$ cat config.mk
export PLATFORM = sky130hd
export DESIGN_NAME = pdt_core
export DESIGN_NICKNAME = d
export VERILOG_FILES = /design/src/logic/pdt_pkg.sv /design/src/logic/pdt_axis.sv /design/src/logic/pdt_core.sv
export SDC_FILE = /design/constraint.sdc
export NUM_CORES = 1
export LEC_CHECK = 0
export ABC_CLOCK_PERIOD_IN_PS = 6400
export BUFFER_PORTS_ARGS = -buffer_cell sky130_fd_sc_hd__buf_2
export CORE_MARGIN = 3
export CORE_UTILIZATION = 60
export DETAILED_ROUTE_END_ITERATION = 8
export PLACE_DENSITY = 0.79
export SLEW_MARGIN = 10
export SYNTH_ARGS = -nofsm -noshare
export SYNTH_HDL_FRONTEND = slang
export SYNTH_SLANG_ARGS = --single-unit
$ cat constraint.sdc
create_clock -name ref_clk -period 6.4 [get_ports ref_clk]
set_input_delay 0.32 -clock ref_clk [delete_from_list [all_inputs] [get_ports ref_clk]]
set_output_delay 0.32 -clock ref_clk [all_outputs]
set_load 0.01 [all_outputs]
$ cat src/logic/pdt_pkg.sv
package pdt_pkg;

  // ------------------------------------------------------------------
  // Bus and data widths
  // ------------------------------------------------------------------
  localparam int PDT_DATA_W   = 32;
  localparam int PDT_ADDR_W   = 8;
  localparam int PDT_SAMPLE_W = 14;
  localparam int PDT_THR_W    = 7;
  localparam int PDT_CNT_W    = 8;
  localparam int PDT_AXES     = 3;

  // ------------------------------------------------------------------
  // Register indices; byte address is four times the index
  // ------------------------------------------------------------------
  localparam logic [5:0] PDT_IDX_THR_X      = 6'h23;
  localparam logic [5:0] PDT_IDX_THR_Y      = 6'h24;
  localparam logic [5:0] PDT_IDX_THR_Z      = 6'h25;
  localparam logic [5:0] PDT_IDX_TIME_LIMIT = 6'h26;
  localparam logic [5:0] PDT_IDX_LATENCY    = 6'h27;
  localparam logic [5:0] PDT_IDX_HIGHPASS   = 6'h2A;
  localparam logic [5:0] PDT_IDX_RANGE      = 6'h2B;
  localparam logic [5:0] PDT_IDX_OVERSAMPLE = 6'h2C;
  localparam logic [5:0] PDT_IDX_RATE       = 6'h2D;
  localparam logic [5:0] PDT_IDX_IRQ_STATUS = 6'h2E;
  localparam logic [5:0] PDT_IDX_IRQ_MASK   = 6'h2F;
  localparam logic [5:0] PDT_IDX_STATE      = 6'h30;

  // ------------------------------------------------------------------
  // Reset values and field positions
  // ------------------------------------------------------------------
  localparam logic [7:0] PDT_RESET_BYTE = 8'h00;
  localparam logic [2:0] PDT_RESET_IRQ  = 3'h0;
  localparam int PDT_HPF_EN_BIT  = 0;
  localparam int PDT_STATE_BUSY  = 3;
  localparam int PDT_THR_LSB_POS = 6;

  localparam logic [1:0] PDT_RESP_OKAY   = 2'h0;
  localparam logic [1:0] PDT_RESP_SLVERR = 2'h2;

  // ------------------------------------------------------------------
  // Timing: base step is the shortest time step of any mode
  // ------------------------------------------------------------------
  localparam int PDT_CLK_PERIOD_NS = 20;
  localparam int PDT_BASE_STEP_NS  = 625000;
  localparam int PDT_BASE_STEP_CYCLES =
    (PDT_BASE_STEP_NS + PDT_CLK_PERIOD_NS - 1) / PDT_CLK_PERIOD_NS;

  typedef enum logic [1:0] {
    PDT_NORMAL,
    PDT_LOW_POWER_LOW_NOISE,
    PDT_HIGH_RES,
    PDT_LOW_POWER
  } pdt_power_mode_t;

  typedef enum logic [1:0] {
    PDT_RANGE_2G,
    PDT_RANGE_4G,
    PDT_RANGE_8G
  } pdt_range_t;

  // Time-limit step as a power of two of the base step, indexed by
  // {filter enable, power mode}; one nibble per rate code, 800 Hz lowest.
  // The latency step is always one power of two larger.
  localparam logic [31:0] PDT_STEP_EXP [8] = '{
    32'h33332100, 32'h55532100, 32'h00000000, 32'h66643210,
    32'h55554321, 32'h77754321, 32'h22222221, 32'h88754321
  };

endpackage

$ cat src/logic/pdt_axis.sv
`timescale 1ns/1ps
module pdt_axis
  import pdt_pkg::*;
#(
  parameter int SAMPLE_W = PDT_SAMPLE_W
)
(
  input  wire logic                 ref_clk,
  input  wire logic                 srst,
  input  wire logic                 base_tick,
  input  wire logic                 sample_valid,
  input  wire logic [SAMPLE_W-1:0]  sample,
  input  wire logic [1:0]           full_scale_select,
  input  wire logic [PDT_THR_W-1:0] threshold,
  input  wire logic [PDT_CNT_W-1:0] time_limit,
  input  wire logic [PDT_CNT_W-1:0] latency,
  input  wire logic [3:0]           step_exp,
  output logic                      pulse_event,
  output logic                      pulse_negative,
  output logic                      busy
);

  typedef enum logic [1:0] {PDT_IDLE, PDT_HIGH, PDT_OVER, PDT_LATENT} pdt_axis_state_t;

  pdt_axis_state_t      state;
  pdt_axis_state_t      next_state;
  logic [9:0]           sub_cnt;
  logic [PDT_CNT_W-1:0] step_cnt;

  // ------------------------------------------------------------------
  // Threshold compare on an 8 g basis
  // ------------------------------------------------------------------
  wire              negative    = sample[SAMPLE_W-1];
  wire [SAMPLE_W-1:0] magnitude = negative ? SAMPLE_W'(-sample) : sample;
  wire [1:0] scale_shift = (full_scale_select == PDT_RANGE_2G) ? 2'h2 :
                           (full_scale_select == PDT_RANGE_4G) ? 2'h1 : 2'h0;
  wire [SAMPLE_W-1:0] mag_8g = magnitude >> scale_shift;
  wire above = mag_8g[SAMPLE_W-1:PDT_THR_LSB_POS] >
               (SAMPLE_W-PDT_THR_LSB_POS)'(threshold);

  // ------------------------------------------------------------------
  // Time step: latency steps are twice the time-limit steps
  // ------------------------------------------------------------------
  wire [3:0] cur_exp  = (state == PDT_LATENT) ? 4'(step_exp + 4'h1) : step_exp;
  wire [9:0] step_len = 10'h001 << cur_exp;
  // Compare with >= so a shorter step after a mode change cannot strand the divider
  wire step_tick   = base_tick && (sub_cnt >= 10'(step_len - 10'h001));
  wire limit_done  = (step_cnt >= time_limit);
  wire latency_done = (step_cnt >= latency);
  wire restart     = (next_state != state);

  always_comb
  begin
    next_state = state;
    case (state)
      PDT_IDLE:
        if (sample_valid && above)
          next_state = PDT_HIGH;
      PDT_HIGH:
        if (limit_done)
          next_state = PDT_OVER;
        else if (sample_valid && !above)
          next_state = PDT_LATENT;
      PDT_OVER:
        if (sample_valid && !above)
          next_state = PDT_IDLE;
      PDT_LATENT:
        if (latency_done)
          next_state = PDT_IDLE;
      default:
        next_state = PDT_IDLE;
    endcase
  end

  always_ff @(posedge ref_clk)
  begin
    if (srst)
    begin
      state          <= PDT_IDLE;
      sub_cnt        <= 10'h000;
      step_cnt       <= 8'h00;
      pulse_event    <= 1'b0;
      pulse_negative <= 1'b0;
    end
    else
    begin
      state       <= next_state;
      pulse_event <= (state == PDT_HIGH) && (next_state == PDT_LATENT);
      if (state == PDT_IDLE && next_state == PDT_HIGH)
        pulse_negative <= negative;
      if (restart)
      begin
        sub_cnt  <= 10'h000;
        step_cnt <= 8'h00;
      end
      else if (base_tick)
      begin
        sub_cnt <= step_tick ? 10'h000 : 10'(sub_cnt + 10'h001);
        // Saturate so a long excursion cannot wrap back under the limit
        if (step_tick && step_cnt != 8'hFF)
          step_cnt <= 8'(step_cnt + 8'h01);
      end
    end
  end

  assign busy = (state != PDT_IDLE);
endmodule

$ cat src/logic/pdt_core.sv
// Overview of operation
// - Each axis holds its own unsigned 7-bit threshold, 0.063 g per count.
// - Threshold compare always uses an 8 g basis, whatever the range setting.
// - An axis starts pulse detection when its acceleration exceeds its threshold.
// - Time-limit count bounds the above-threshold excursion; longer ones are no pulse.
// - Time-limit count is applied in units of the mode-dependent time step.
// - Filter on: time-limit step 1.25 ms at 800 Hz, scaled by rate and mode.
// - Filter off: time-limit steps as printed, 0.625 ms at 800 Hz, 40 ms max.
// - After a pulse, new pulse starts are ignored for the latency count of steps.
// - Latency count is applied in units of the latency time step.
// - Filter on: latency step 2.5 ms at 800 Hz, scaled by rate and mode.
// - Filter off: latency steps 1.25 ms at 800 Hz, 80 ms max.
`timescale 1ns/1ps
module pdt_core
  import pdt_pkg::*;
#(
  parameter int BASE_STEP_CYCLES = PDT_BASE_STEP_CYCLES,
  parameter int SAMPLE_W         = PDT_SAMPLE_W
)
(
  input  wire logic                  ref_clk,
  input  wire logic                  srst,
  input  wire logic [PDT_ADDR_W-1:0] s_axi_awaddr,
  input  wire logic                  s_axi_awvalid,
  output logic                       s_axi_awready,
  input  wire logic [PDT_DATA_W-1:0] s_axi_wdata,
  input  wire logic [3:0]            s_axi_wstrb,
  input  wire logic                  s_axi_wvalid,
  output logic                       s_axi_wready,
  output logic [1:0]                 s_axi_bresp,
  output logic                       s_axi_bvalid,
  input  wire logic                  s_axi_bready,
  input  wire logic [PDT_ADDR_W-1:0] s_axi_araddr,
  input  wire logic                  s_axi_arvalid,
  output logic                       s_axi_arready,
  output logic [PDT_DATA_W-1:0]      s_axi_rdata,
  output logic [1:0]                 s_axi_rresp,
  output logic                       s_axi_rvalid,
  input  wire logic                  s_axi_rready,
  input  wire logic                  accel_valid,
  input  wire logic [SAMPLE_W-1:0]   accel_x,
  input  wire logic [SAMPLE_W-1:0]   accel_y,
  input  wire logic [SAMPLE_W-1:0]   accel_z,
  output logic                       irq
);

  // ------------------------------------------------------------------
  // Register storage
  // ------------------------------------------------------------------
  logic [7:0]          pulse_threshold [PDT_AXES];
  logic [7:0]          pulse_time_limit;
  logic [7:0]          pulse_latency;
  logic [7:0]          highpass_config_reg;
  logic [7:0]          range_config_reg;
  logic [7:0]          oversample_control_reg;
  logic [7:0]          rate_config_reg;
  logic [PDT_AXES-1:0] irq_status;
  logic [PDT_AXES-1:0] irq_mask;

  logic [PDT_ADDR_W-1:0] aw_addr_q;
  logic [7:0]            w_data_q;
  logic                  w_lane0_q;
  logic                  aw_hold;
  logic                  w_hold;

  logic [PDT_AXES-1:0] axis_event;
  logic [PDT_AXES-1:0] axis_negative;
  logic [PDT_AXES-1:0] axis_busy;
  wire [SAMPLE_W-1:0]  axis_sample [PDT_AXES];

  assign axis_sample[0] = accel_x;
  assign axis_sample[1] = accel_y;
  assign axis_sample[2] = accel_z;

  // ------------------------------------------------------------------
  // AXI4-Lite write path: address and data taken in either order
  // ------------------------------------------------------------------
  assign s_axi_awready = !aw_hold;
  assign s_axi_wready  = !w_hold;

  wire       wr_fire = aw_hold && w_hold && !s_axi_bvalid;
  wire [5:0] wr_idx  = aw_addr_q[7:2];
  wire       wr_en   = wr_fire && w_lane0_q;

  wire wr_mapped = (wr_idx >= PDT_IDX_THR_X && wr_idx <= PDT_IDX_LATENCY) ||
                   (wr_idx >= PDT_IDX_HIGHPASS && wr_idx <= PDT_IDX_STATE);

  wire                wr_clr_irq = wr_en && (wr_idx == PDT_IDX_IRQ_STATUS);
  wire [PDT_AXES-1:0] irq_clear  = wr_clr_irq ? w_data_q[PDT_AXES-1:0] : PDT_RESET_IRQ;
  // A pulse in the same cycle as its clear is kept
  wire [PDT_AXES-1:0] next_irq_status = (irq_status & ~irq_clear) | axis_event;

  always_ff @(posedge ref_clk)
  begin
    if (srst)
    begin
      aw_hold      <= 1'b0;
      w_hold       <= 1'b0;
      aw_addr_q    <= '0;
      w_data_q     <= PDT_RESET_BYTE;
      w_lane0_q    <= 1'b0;
      s_axi_bvalid <= 1'b0;
      s_axi_bresp  <= PDT_RESP_OKAY;
    end
    else
    begin
      if (s_axi_awvalid && s_axi_awready)
      begin
        aw_hold   <= 1'b1;
        aw_addr_q <= s_axi_awaddr;
      end
      else if (wr_fire)
        aw_hold <= 1'b0;
      if (s_axi_wvalid && s_axi_wready)
      begin
        w_hold    <= 1'b1;
        w_data_q  <= s_axi_wdata[7:0];
        w_lane0_q <= s_axi_wstrb[0];
      end
      else if (wr_fire)
        w_hold <= 1'b0;
      if (wr_fire)
      begin
        s_axi_bvalid <= 1'b1;
        s_axi_bresp  <= wr_mapped ? PDT_RESP_OKAY : PDT_RESP_SLVERR;
      end
      else if (s_axi_bready)
        s_axi_bvalid <= 1'b0;
    end
  end

  always_ff @(posedge ref_clk)
  begin
    if (srst)
    begin
      pulse_time_limit       <= PDT_RESET_BYTE;
      pulse_latency          <= PDT_RESET_BYTE;
      highpass_config_reg    <= PDT_RESET_BYTE;
      range_config_reg       <= PDT_RESET_BYTE;
      oversample_control_reg <= PDT_RESET_BYTE;
      rate_config_reg        <= PDT_RESET_BYTE;
      irq_status             <= PDT_RESET_IRQ;
      irq_mask               <= PDT_RESET_IRQ;
    end
    else
    begin
      irq_status <= next_irq_status;
      if (wr_en)
      begin
        case (wr_idx)
          PDT_IDX_TIME_LIMIT: pulse_time_limit       <= w_data_q;
          PDT_IDX_LATENCY:    pulse_latency          <= w_data_q;
          PDT_IDX_HIGHPASS:   highpass_config_reg    <= w_data_q;
          PDT_IDX_RANGE:      range_config_reg       <= w_data_q;
          PDT_IDX_OVERSAMPLE: oversample_control_reg <= w_data_q;
          PDT_IDX_RATE:       rate_config_reg        <= w_data_q;
          PDT_IDX_IRQ_MASK:   irq_mask               <= w_data_q[PDT_AXES-1:0];
          default:            irq_mask               <= irq_mask;
        endcase
      end
    end
  end

  // ------------------------------------------------------------------
  // AXI4-Lite read path: answer one cycle after the address is taken
  // ------------------------------------------------------------------
  assign s_axi_arready = !s_axi_rvalid;

  wire [5:0] rd_idx = s_axi_araddr[7:2];
  wire [7:0] state_byte = {2'h0, axis_busy, axis_negative};
  wire [7:0] rd_byte =
    (rd_idx == PDT_IDX_THR_X)      ? pulse_threshold[0] :
    (rd_idx == PDT_IDX_THR_Y)      ? pulse_threshold[1] :
    (rd_idx == PDT_IDX_THR_Z)      ? pulse_threshold[2] :
    (rd_idx == PDT_IDX_TIME_LIMIT) ? pulse_time_limit :
    (rd_idx == PDT_IDX_LATENCY)    ? pulse_latency :
    (rd_idx == PDT_IDX_HIGHPASS)   ? highpass_config_reg :
    (rd_idx == PDT_IDX_RANGE)      ? range_config_reg :
    (rd_idx == PDT_IDX_OVERSAMPLE) ? oversample_control_reg :
    (rd_idx == PDT_IDX_RATE)       ? rate_config_reg :
    (rd_idx == PDT_IDX_IRQ_STATUS) ? {5'h00, irq_status} :
    (rd_idx == PDT_IDX_IRQ_MASK)   ? {5'h00, irq_mask} :
    (rd_idx == PDT_IDX_STATE)      ? state_byte : PDT_RESET_BYTE;
  wire rd_mapped = (rd_idx >= PDT_IDX_THR_X && rd_idx <= PDT_IDX_LATENCY) ||
                   (rd_idx >= PDT_IDX_HIGHPASS && rd_idx <= PDT_IDX_STATE);

  always_ff @(posedge ref_clk)
  begin
    if (srst)
    begin
      s_axi_rvalid <= 1'b0;
      s_axi_rdata  <= '0;
      s_axi_rresp  <= PDT_RESP_OKAY;
    end
    else if (s_axi_arvalid && s_axi_arready)
    begin
      s_axi_rvalid <= 1'b1;
      s_axi_rdata  <= {24'h000000, rd_byte};
      s_axi_rresp  <= rd_mapped ? PDT_RESP_OKAY : PDT_RESP_SLVERR;
    end
    else if (s_axi_rready)
      s_axi_rvalid <= 1'b0;
  end

  assign irq = |(irq_status & irq_mask);

  // ------------------------------------------------------------------
  // Base step divider and mode-dependent step selection
  // ------------------------------------------------------------------
  localparam int BASE_W = $clog2(BASE_STEP_CYCLES + 1);
  localparam logic [BASE_W-1:0] BASE_LAST = BASE_W'(BASE_STEP_CYCLES - 1);

  logic [BASE_W-1:0] base_cnt;
  wire               base_tick = (base_cnt == BASE_LAST);

  always_ff @(posedge ref_clk)
  begin
    if (srst || base_tick)
      base_cnt <= '0;
    else
      base_cnt <= BASE_W'(base_cnt + 1'b1);
  end

  wire        hpf_en    = highpass_config_reg[PDT_HPF_EN_BIT];
  wire [1:0]  power_mode = oversample_control_reg[1:0];
  wire [2:0]  rate_code = rate_config_reg[2:0];
  wire [31:0] exp_row   = PDT_STEP_EXP[{hpf_en, power_mode}];
  wire [3:0]  step_exp  = exp_row[{rate_code, 2'h0} +: 4];

  // ------------------------------------------------------------------
  // Per-axis detectors
  // ------------------------------------------------------------------
  genvar gi;
  generate
    for (gi = 0; gi < PDT_AXES; gi++)
    begin : g_axis
      wire thr_wr = wr_en && (wr_idx == 6'(PDT_IDX_THR_X + gi));

      always_ff @(posedge ref_clk)
      begin
        if (srst)
          pulse_threshold[gi] <= PDT_RESET_BYTE;
        else if (thr_wr)
          pulse_threshold[gi] <= w_data_q;
      end

      pdt_axis #(
        .SAMPLE_W (SAMPLE_W)
      ) u_axis (
        .ref_clk           (ref_clk),
        .srst              (srst),
        .base_tick         (base_tick),
        .sample_valid      (accel_valid),
        .sample            (axis_sample[gi]),
        .full_scale_select (range_config_reg[1:0]),
        .threshold         (pulse_threshold[gi][PDT_THR_W-1:0]),
        .time_limit        (pulse_time_limit),
        .latency           (pulse_latency),
        .step_exp          (step_exp),
        .pulse_event       (axis_event[gi]),
        .pulse_negative    (axis_negative[gi]),
        .busy              (axis_busy[gi])
      );
    end
  endgenerate
endmodule

==> results.json, run 1 <==
{
  "grt_pass1_wl_mm": 56.1,
  "setup_viol": 0,
  "synthCells": 1669,
  "vias_per_cell": 6.13,
  "die_y_um": 157,
  "multi_input_area_mm2": 0.00890,
  "synthTopCellsByCount": "nor2_1, dfxtp_1, nand2_1",
  "grtUsageTotal_pct": 27.8,
  "drt_wl_total_mm": 34.3,
  "clock_skew_ps": 17.8,
  "reg2reg_slack_ps": 570,
  "drv_slew": 0,
  "tightest_slew_ps": 1380,
  "vdd_drop_max_mv": 0.187,
  "cp_common_cell": "ha_1",
  "synth_seq_cells": 188,
  "firstDrtPassIters": 6,
  "h-tree-depth": 4,
  "portBuffers": 86,
  "worstPathCellList": "inv_1, ha_1, or2_2, a311o_1, a32o_2, clkinv_2, ha_1, nand3_1, o21ai_0, nand2_1, ha_1, o21ai_0, nor3_1, xor2_1, ha_1, o21a_1, o21ai_0, nor4bb_1, nand4_1, xor2_1, nor2_1",
  "place_hpwl_mm": 25.2,
  "slew_headroom_pct": 7.29,
  "combPwrFrac_pct": 10.2,
  "syn-cell-area_mm2": 0.0136,
  "hold_end": "s_axi_rvalid$_SDFFE_PP0P_",
  "r2r_start": "oversample_control_reg[0]$_SDFFE_PP0P_",
  "clkLatencyLatePin_ps": 450,
  "path_class": "reg -> reg",
  "fin_hold_ws_ps": 40.1,
  "p_leak_nw": 5.82,
  "p_sw_mw": 0.819,
  "largest_register": "g_axis.u_axis.sub_cnt",
  "largest_reg_flops": 30,
  "p_int_mw": 1.89,
  "outcome": "completed",
  "critPathMaxFanout": 18,
  "clk_path_buf_depth": 2,
  "switching_share_pct": 30.2,
  "antenna_found_initial": 1,
  "crit_arrival_ps": 6210,
  "hp-start": "s_axi_rready",
  "clkTransAtPathRegs_ps": 90,
  "startpoint_type": "flip-flop",
  "drt_iter0_drc": 978,
  "grt_pass1_vias": 11493,
  "final_cells": 2004,
  "place.gp.congestion": 0.919,
  "period_share_pct": 91.1,
  "overflow": 0,
  "fin_nets": 1927,
  "grt_max_degree": 77,
  "postRouteAntennaNets": 0,
  "end_kind": "flip-flop",
  "powerDensity_mw_per_mm2": 183,
  "reg_top3": "g_axis.u_axis.sub_cnt: 30 flops, g_axis.u_axis.step_cnt: 24 flops, pulse_threshold: 24 flops",
  "yosysMostFrequentCell": "nor2_1",
  "rows": 54,
  "die_area_mm2": 0.0245,
  "cts_sinks": 188,
  "io_pins": 144,
  "ff_latch_area_mm2": 0.00400,
  "cp.required_ps": 6780,
  "rsz0062_at_grt": "no",
  "layout_setup_ws_ps": 569,
  "hold_path_class": "in -> reg",
  "cp_slowest_cell": "nor4bb_1",
  "drive_gt1_share_pct": 11.4,
  "ys_warn_count": 0,
  "cts_setup_buffers": 0,
  "place_inst": 1971,
  "yosysSeqAreaShare_pct": 29.4,
  "cpPeakStageDelay_ps": 990,
  "cap_violations": 0,
  "r2r_cells": 21,
  "worstReg2RegEnd": "g_axis[0].u_axis.step_cnt[7]$_SDFFE_PP0P_",
  "drc_errors": 0,
  "period_needed_ps": 5830,
  "fmax_ghz": 0.172,
  "cts_tree": "done",
  "synth_top_cell_by_area": "dfxtp_1",
  "ys_async_sr_fraction_pct": 0,
  "start_util_pct": 61.7,
  "finalHoldViolCount": 0,
  "holdPathStages": 2,
  "synth_top_cell_area_share_pct": 24.1,
  "detail_route.wl_per_cell_um": 17.1,
  "core-area_mm2": 0.0221,
  "root_buffer": "clkbuf_16",
  "cts-buffers-inserted": 17,
  "cts_hold_buf": 0,
  "ys.flop_type": "dfxtp_1",
  "p_seq_share_pct": 46.3,
  "via_count": 12288,
  "power_frac_clock_pct": 43.6,
  "synth_area_leaders": "dfxtp_1, ha_1, mux2i_1",
  "synthDistinctLibCells": 93,
  "nFillCells": 1848,
  "tns_ps": 0,
  "cts-resized-gates": 0,
  "area_growth_pct": 8.36,
  "die_w_um": 157,
  "synth_area_per_cell_um2": 8.16,
  "post-place-ws_ps": 664,
  "synth_edf_count": 24
}
[metal layers]
metal	up-vias	wire (µm)	GRT usage (%)
li1	5992	-	-
met1	5771	15600	39.3
met2	463	15500	44.3
met3	62	2470	4.07
met4	0	745	8.46
met5	-	0	0
[critical path, delay by kind of cell (launching register included)]
| family | cells | cell delay (ps) |
|---|---|---|
| simple gates | 7 | 2030 |
| compound gates | 6 | 1430 |
| fa+ha+maj | 4 | 1110 |
| flops | 1 | 440 |
| xor+xnor | 2 | 420 |
| buf+inv | 2 | 330 |
[cell usage in the layout, fill, tap and decap left out, drive strengths merged, types with 19 or more instances in the layout]
cell,n
xnor2,55
a21oi,95
nand3,51
xor2,41
buf,104
nor2,225
and3,20
nand2,127
nor2b,19
dfxtp,164
nand4,19
and2,29
conb,26
inv,84
o21ai,77
ha,115
nor3,55
a211oi,24
nand2b,20
a21o,25
edfxtp,24
mux2i,85
[power by group through the flow]
stage	sequential [mW]	clock [mW]	combinational, mW
after global placement	1.28	0	0.262
after detailed placement	1.28	0	0.270
after floorplan	1.26	0	0.215
after CTS	1.25	1.19	0.272
final	1.25	1.18	0.275
after global routing	1.26	1.24	0.308
[worst max-delay path by stage]
stage / start / endpoint / slack (ps) / depth (start not counted)
floorplan: oversample_control_reg[0]$_SDFFE_PP0P_ / g_axis[2].u_axis.step_cnt[7]$_SDFFE_PP0P_ / 1270 / 25
finish: oversample_control_reg[0]$_SDFFE_PP0P_ / g_axis[0].u_axis.step_cnt[7]$_SDFFE_PP0P_ / 570 / 21
global route: oversample_control_reg[0]$_SDFFE_PP0P_ / g_axis[0].u_axis.step_cnt[7]$_SDFFE_PP0P_ / 4 / 21
global placement: oversample_control_reg[0]$_SDFFE_PP0P_ / g_axis[0].u_axis.step_cnt[7]$_SDFFE_PP0P_ / 770 / 22
CTS: oversample_control_reg[0]$_SDFFE_PP0P_ / g_axis[0].u_axis.step_cnt[7]$_SDFFE_PP0P_ / 620 / 21
detailed placement: oversample_control_reg[0]$_SDFFE_PP0P_ / g_axis[0].u_axis.step_cnt[5]$_SDFFE_PP0P_ / 660 / 21
[through the flow]
stage	cell area (µm²)	util (%)	total power, mW
6_report	14800	66.8	2.71
5_1_grt	14800	66.8	2.81
4_1_cts	14800	66.8	2.72
3_5_place_dp	14100	63.8	1.55
3_3_place_gp	14100	63.8	1.54
2_1_floorplan	13700	-	1.47
[final cells by class]
type,count,share of cell area (%)
Inverter,72,1.84
Tap cell,280,2.37
Timing Repair Buffer,104,3.85
Multi-Input combinational cell,1327,60.3
Antenna cell,1,0.0170
Clock inverter,15,1.64
Clock buffer,17,2.88
Sequential cell,188,27.1
[cells by family after synthesis]
family / after synthesis / synth area share (%)
flops: 188 / 29.4
buf+inv: 179 / 5.98
compound gates: 348 / 17.1
xor+xnor: 96 / 6.17
fa+ha+maj: 115 / 10.6
simple gates: 641 / 23.0
other cells: 1 / 0.0275
mux: 101 / 7.73
Note: power is estimated with default switching activity, not from simulation.
==> inputs of run 2 (changes only) <==
- CORE_ASPECT_RATIO: default -> 1.75
==> run 2 against run 1 <==
Compared with the run above: final cell count up 0.85%; first-iteration DRC count down 20%; clock power down 4%.
==> results.json, run 2 (same netlist as run 1, synthesis figures left out) <==
{
  "outcome": "completed",
  "cts_hold_buf": 0,
  "drc_errors": 0,
  "drv_slew": 0,
  "die_y_um": 205,
  "tightest_slew_ps": 1100,
  "tns_ps": 0,
  "firstDrtPassIters": 5,
  "die_w_um": 120,
  "crit_arrival_ps": 5930,
  "detail_route.wl_per_cell_um": 17.7,
  "cts_tree": "done",
  "mostFrequentLayoutCell": "nor2_1",
  "core-area_mm2": 0.0223,
  "slew_headroom_pct": 26.3,
  "postRouteAntennaNets": 0,
  "largest_reg_flops": 30,
  "cts_sinks": 188,
  "clkTransAtPathRegs_ps": 70,
  "grtUsageMet1_pct": 30.6,
  "combPwrFrac_pct": 10.4,
  "place.gp.congestion": 0.980,
  "fin_nets": 1929,
  "rsz0062_at_grt": "no",
  "grtUsageTotal_pct": 29.4,
  "largest_register": "g_axis.u_axis.sub_cnt",
  "grt_max_degree": 56,
  "p_seq_share_pct": 47.2,
  "portBuffers": 86,
  "post-place-ws_ps": 689,
  "fmax_ghz": 0.178,
  "most-common-layout-cells": "nor2_1, dfxtp_1, nand2_1",
  "drt_iter0_drc": 784,
  "powerDensity_mw_per_mm2": 180,
  "startpoint_type": "flip-flop",
  "root_buffer": "clkbuf_16",
  "place_hpwl_mm": 26.8,
  "grt_pass1_vias": 12278,
  "grt_pass1_wl_mm": 58.8,
  "end_kind": "flip-flop",
  "antenna_found_initial": 0,
  "p_int_mw": 1.94,
  "cts-buffers-inserted": 17,
  "h-tree-depth": 4,
  "via_count": 12483,
  "period_needed_ps": 5630,
  "clock_skew_ps": 10.5,
  "switching_share_pct": 26.8,
  "clkLatencyLatePin_ps": 440,
  "overflow": 0,
  "area_growth_pct": 8.26,
  "cts_setup_buffers": 0,
  "power_frac_clock_pct": 42.4,
  "path_class": "reg -> reg",
  "layout_setup_ws_ps": 773,
  "setup_viol": 0,
  "reg2reg_slack_ps": 770,
  "grt_use_met2_pct": 54.5,
  "vias_per_cell": 6.18,
  "drt_wl_total_mm": 35.8,
  "cts-resized-gates": 0,
  "reg_top3": "g_axis.u_axis.sub_cnt: 30 flops, g_axis.u_axis.step_cnt: 24 flops, pulse_threshold: 24 flops",
  "period_share_pct": 87.9,
  "start_util_pct": 61.2,
  "antennaDiodeCount": 0,
  "grt_busiest_layer": "met2",
  "p_sw_mw": 0.713,
  "cap_violations": 0,
  "drive_gt1_share_pct": 11.4,
  "io_pins": 144,
  "grtUsageMet3_pct": 3.77,
  "finalHoldViolCount": 0,
  "clk_path_buf_depth": 2,
  "critPathMaxFanout": 15,
  "hold_path_class": "in -> reg",
  "rows": 72,
  "vdd_drop_max_mv": 0.236,
  "p_leak_nw": 5.81,
  "die_area_mm2": 0.0246,
  "cp.required_ps": 6700
}
-- run 2: worst paths after layout --
kind                                                    end                                     from  cells after the start
hold reg to reg                    irq_status[2]$_SDFF_PP0_  g_axis[2].u_axis.pulse_event$_SDFF_PP0_                      2
setup / recovery  g_axis[2].u_axis.step_cnt[7]$_SDFFE_PP0P_   oversample_control_reg[0]$_SDFFE_PP0P_                     23
hold / removal                    s_axi_rvalid$_SDFFE_PP0P_                             s_axi_rready                      2
setup reg to reg  g_axis[2].u_axis.step_cnt[7]$_SDFFE_PP0P_   oversample_control_reg[0]$_SDFFE_PP0P_                     23
-- run 2: final cells by class --
class / instances / area, µm²
clock buffer: 18 / 429
clock inverter: 14 / 183
fill: 1930 / 7500
inverter: 72 / 272
multi-input combinational: 1327 / 8910
sequential: 188 / 4000
tap: 296 / 370
timing repair buffer: 106 / 581
-- run 2: per-layer routing --
metal | vias to the layer above | wire length [µm]
li1 | 5976 | -
met1 | 5907 | 13000
met2 | 443 | 18800
met3 | 157 | 1650
met4 | 0 | 2340
met5 | - | 0
-- run 2: power groups by stage --
stage          clock network, mW  logic (mW)  registers [mW]
5_1_grt                     1.18       0.309            1.26
3_5_place_dp                   0       0.273            1.28
4_1_cts                     1.13       0.275            1.25
6_report                    1.13       0.277            1.25
2_1_floorplan                  0       0.215            1.26
3_3_place_gp                   0       0.263            1.28
-- run 2: stage by stage --
| stage | utilization (%) | cell area, µm² | power [mW] | hold slack [ps] | instances |
|---|---|---|---|---|---|
| after CTS | 66.3 | 14700 | 2.66 | 43.8 | 2021 |
| after global routing | 66.3 | 14700 | 2.74 | 68.2 | 2021 |
| after floorplan | - | 13700 | 1.47 | 413 | 1694 |
| after detailed placement | 63.5 | 14100 | 1.55 | 433 | 1989 |
| final | 66.3 | 14700 | 2.66 | 59.7 | 2021 |
| after global placement | 63.5 | 14100 | 1.54 | 425 | 1989 |
-- run 2: worst max-delay path, stage by stage (launching register included) --
cell      delay [ps]
dfxtp_1          460
inv_1            150
ha_1             260
or2_2            280
a311o_1          350
a32o_2           360
clkinv_2          90
ha_1             300
nand2_1          190
o21ba_2          310
a21o_1           170
nand3_1           90
ha_1             270
o221a_4          150
o21ai_0           90
mux2_2           370
ha_1             220
or3_1            340
a211oi_1         210
o21ai_0          210
nand3_1          300
nor2_1           100
xnor2_1          180
nor2_2            50
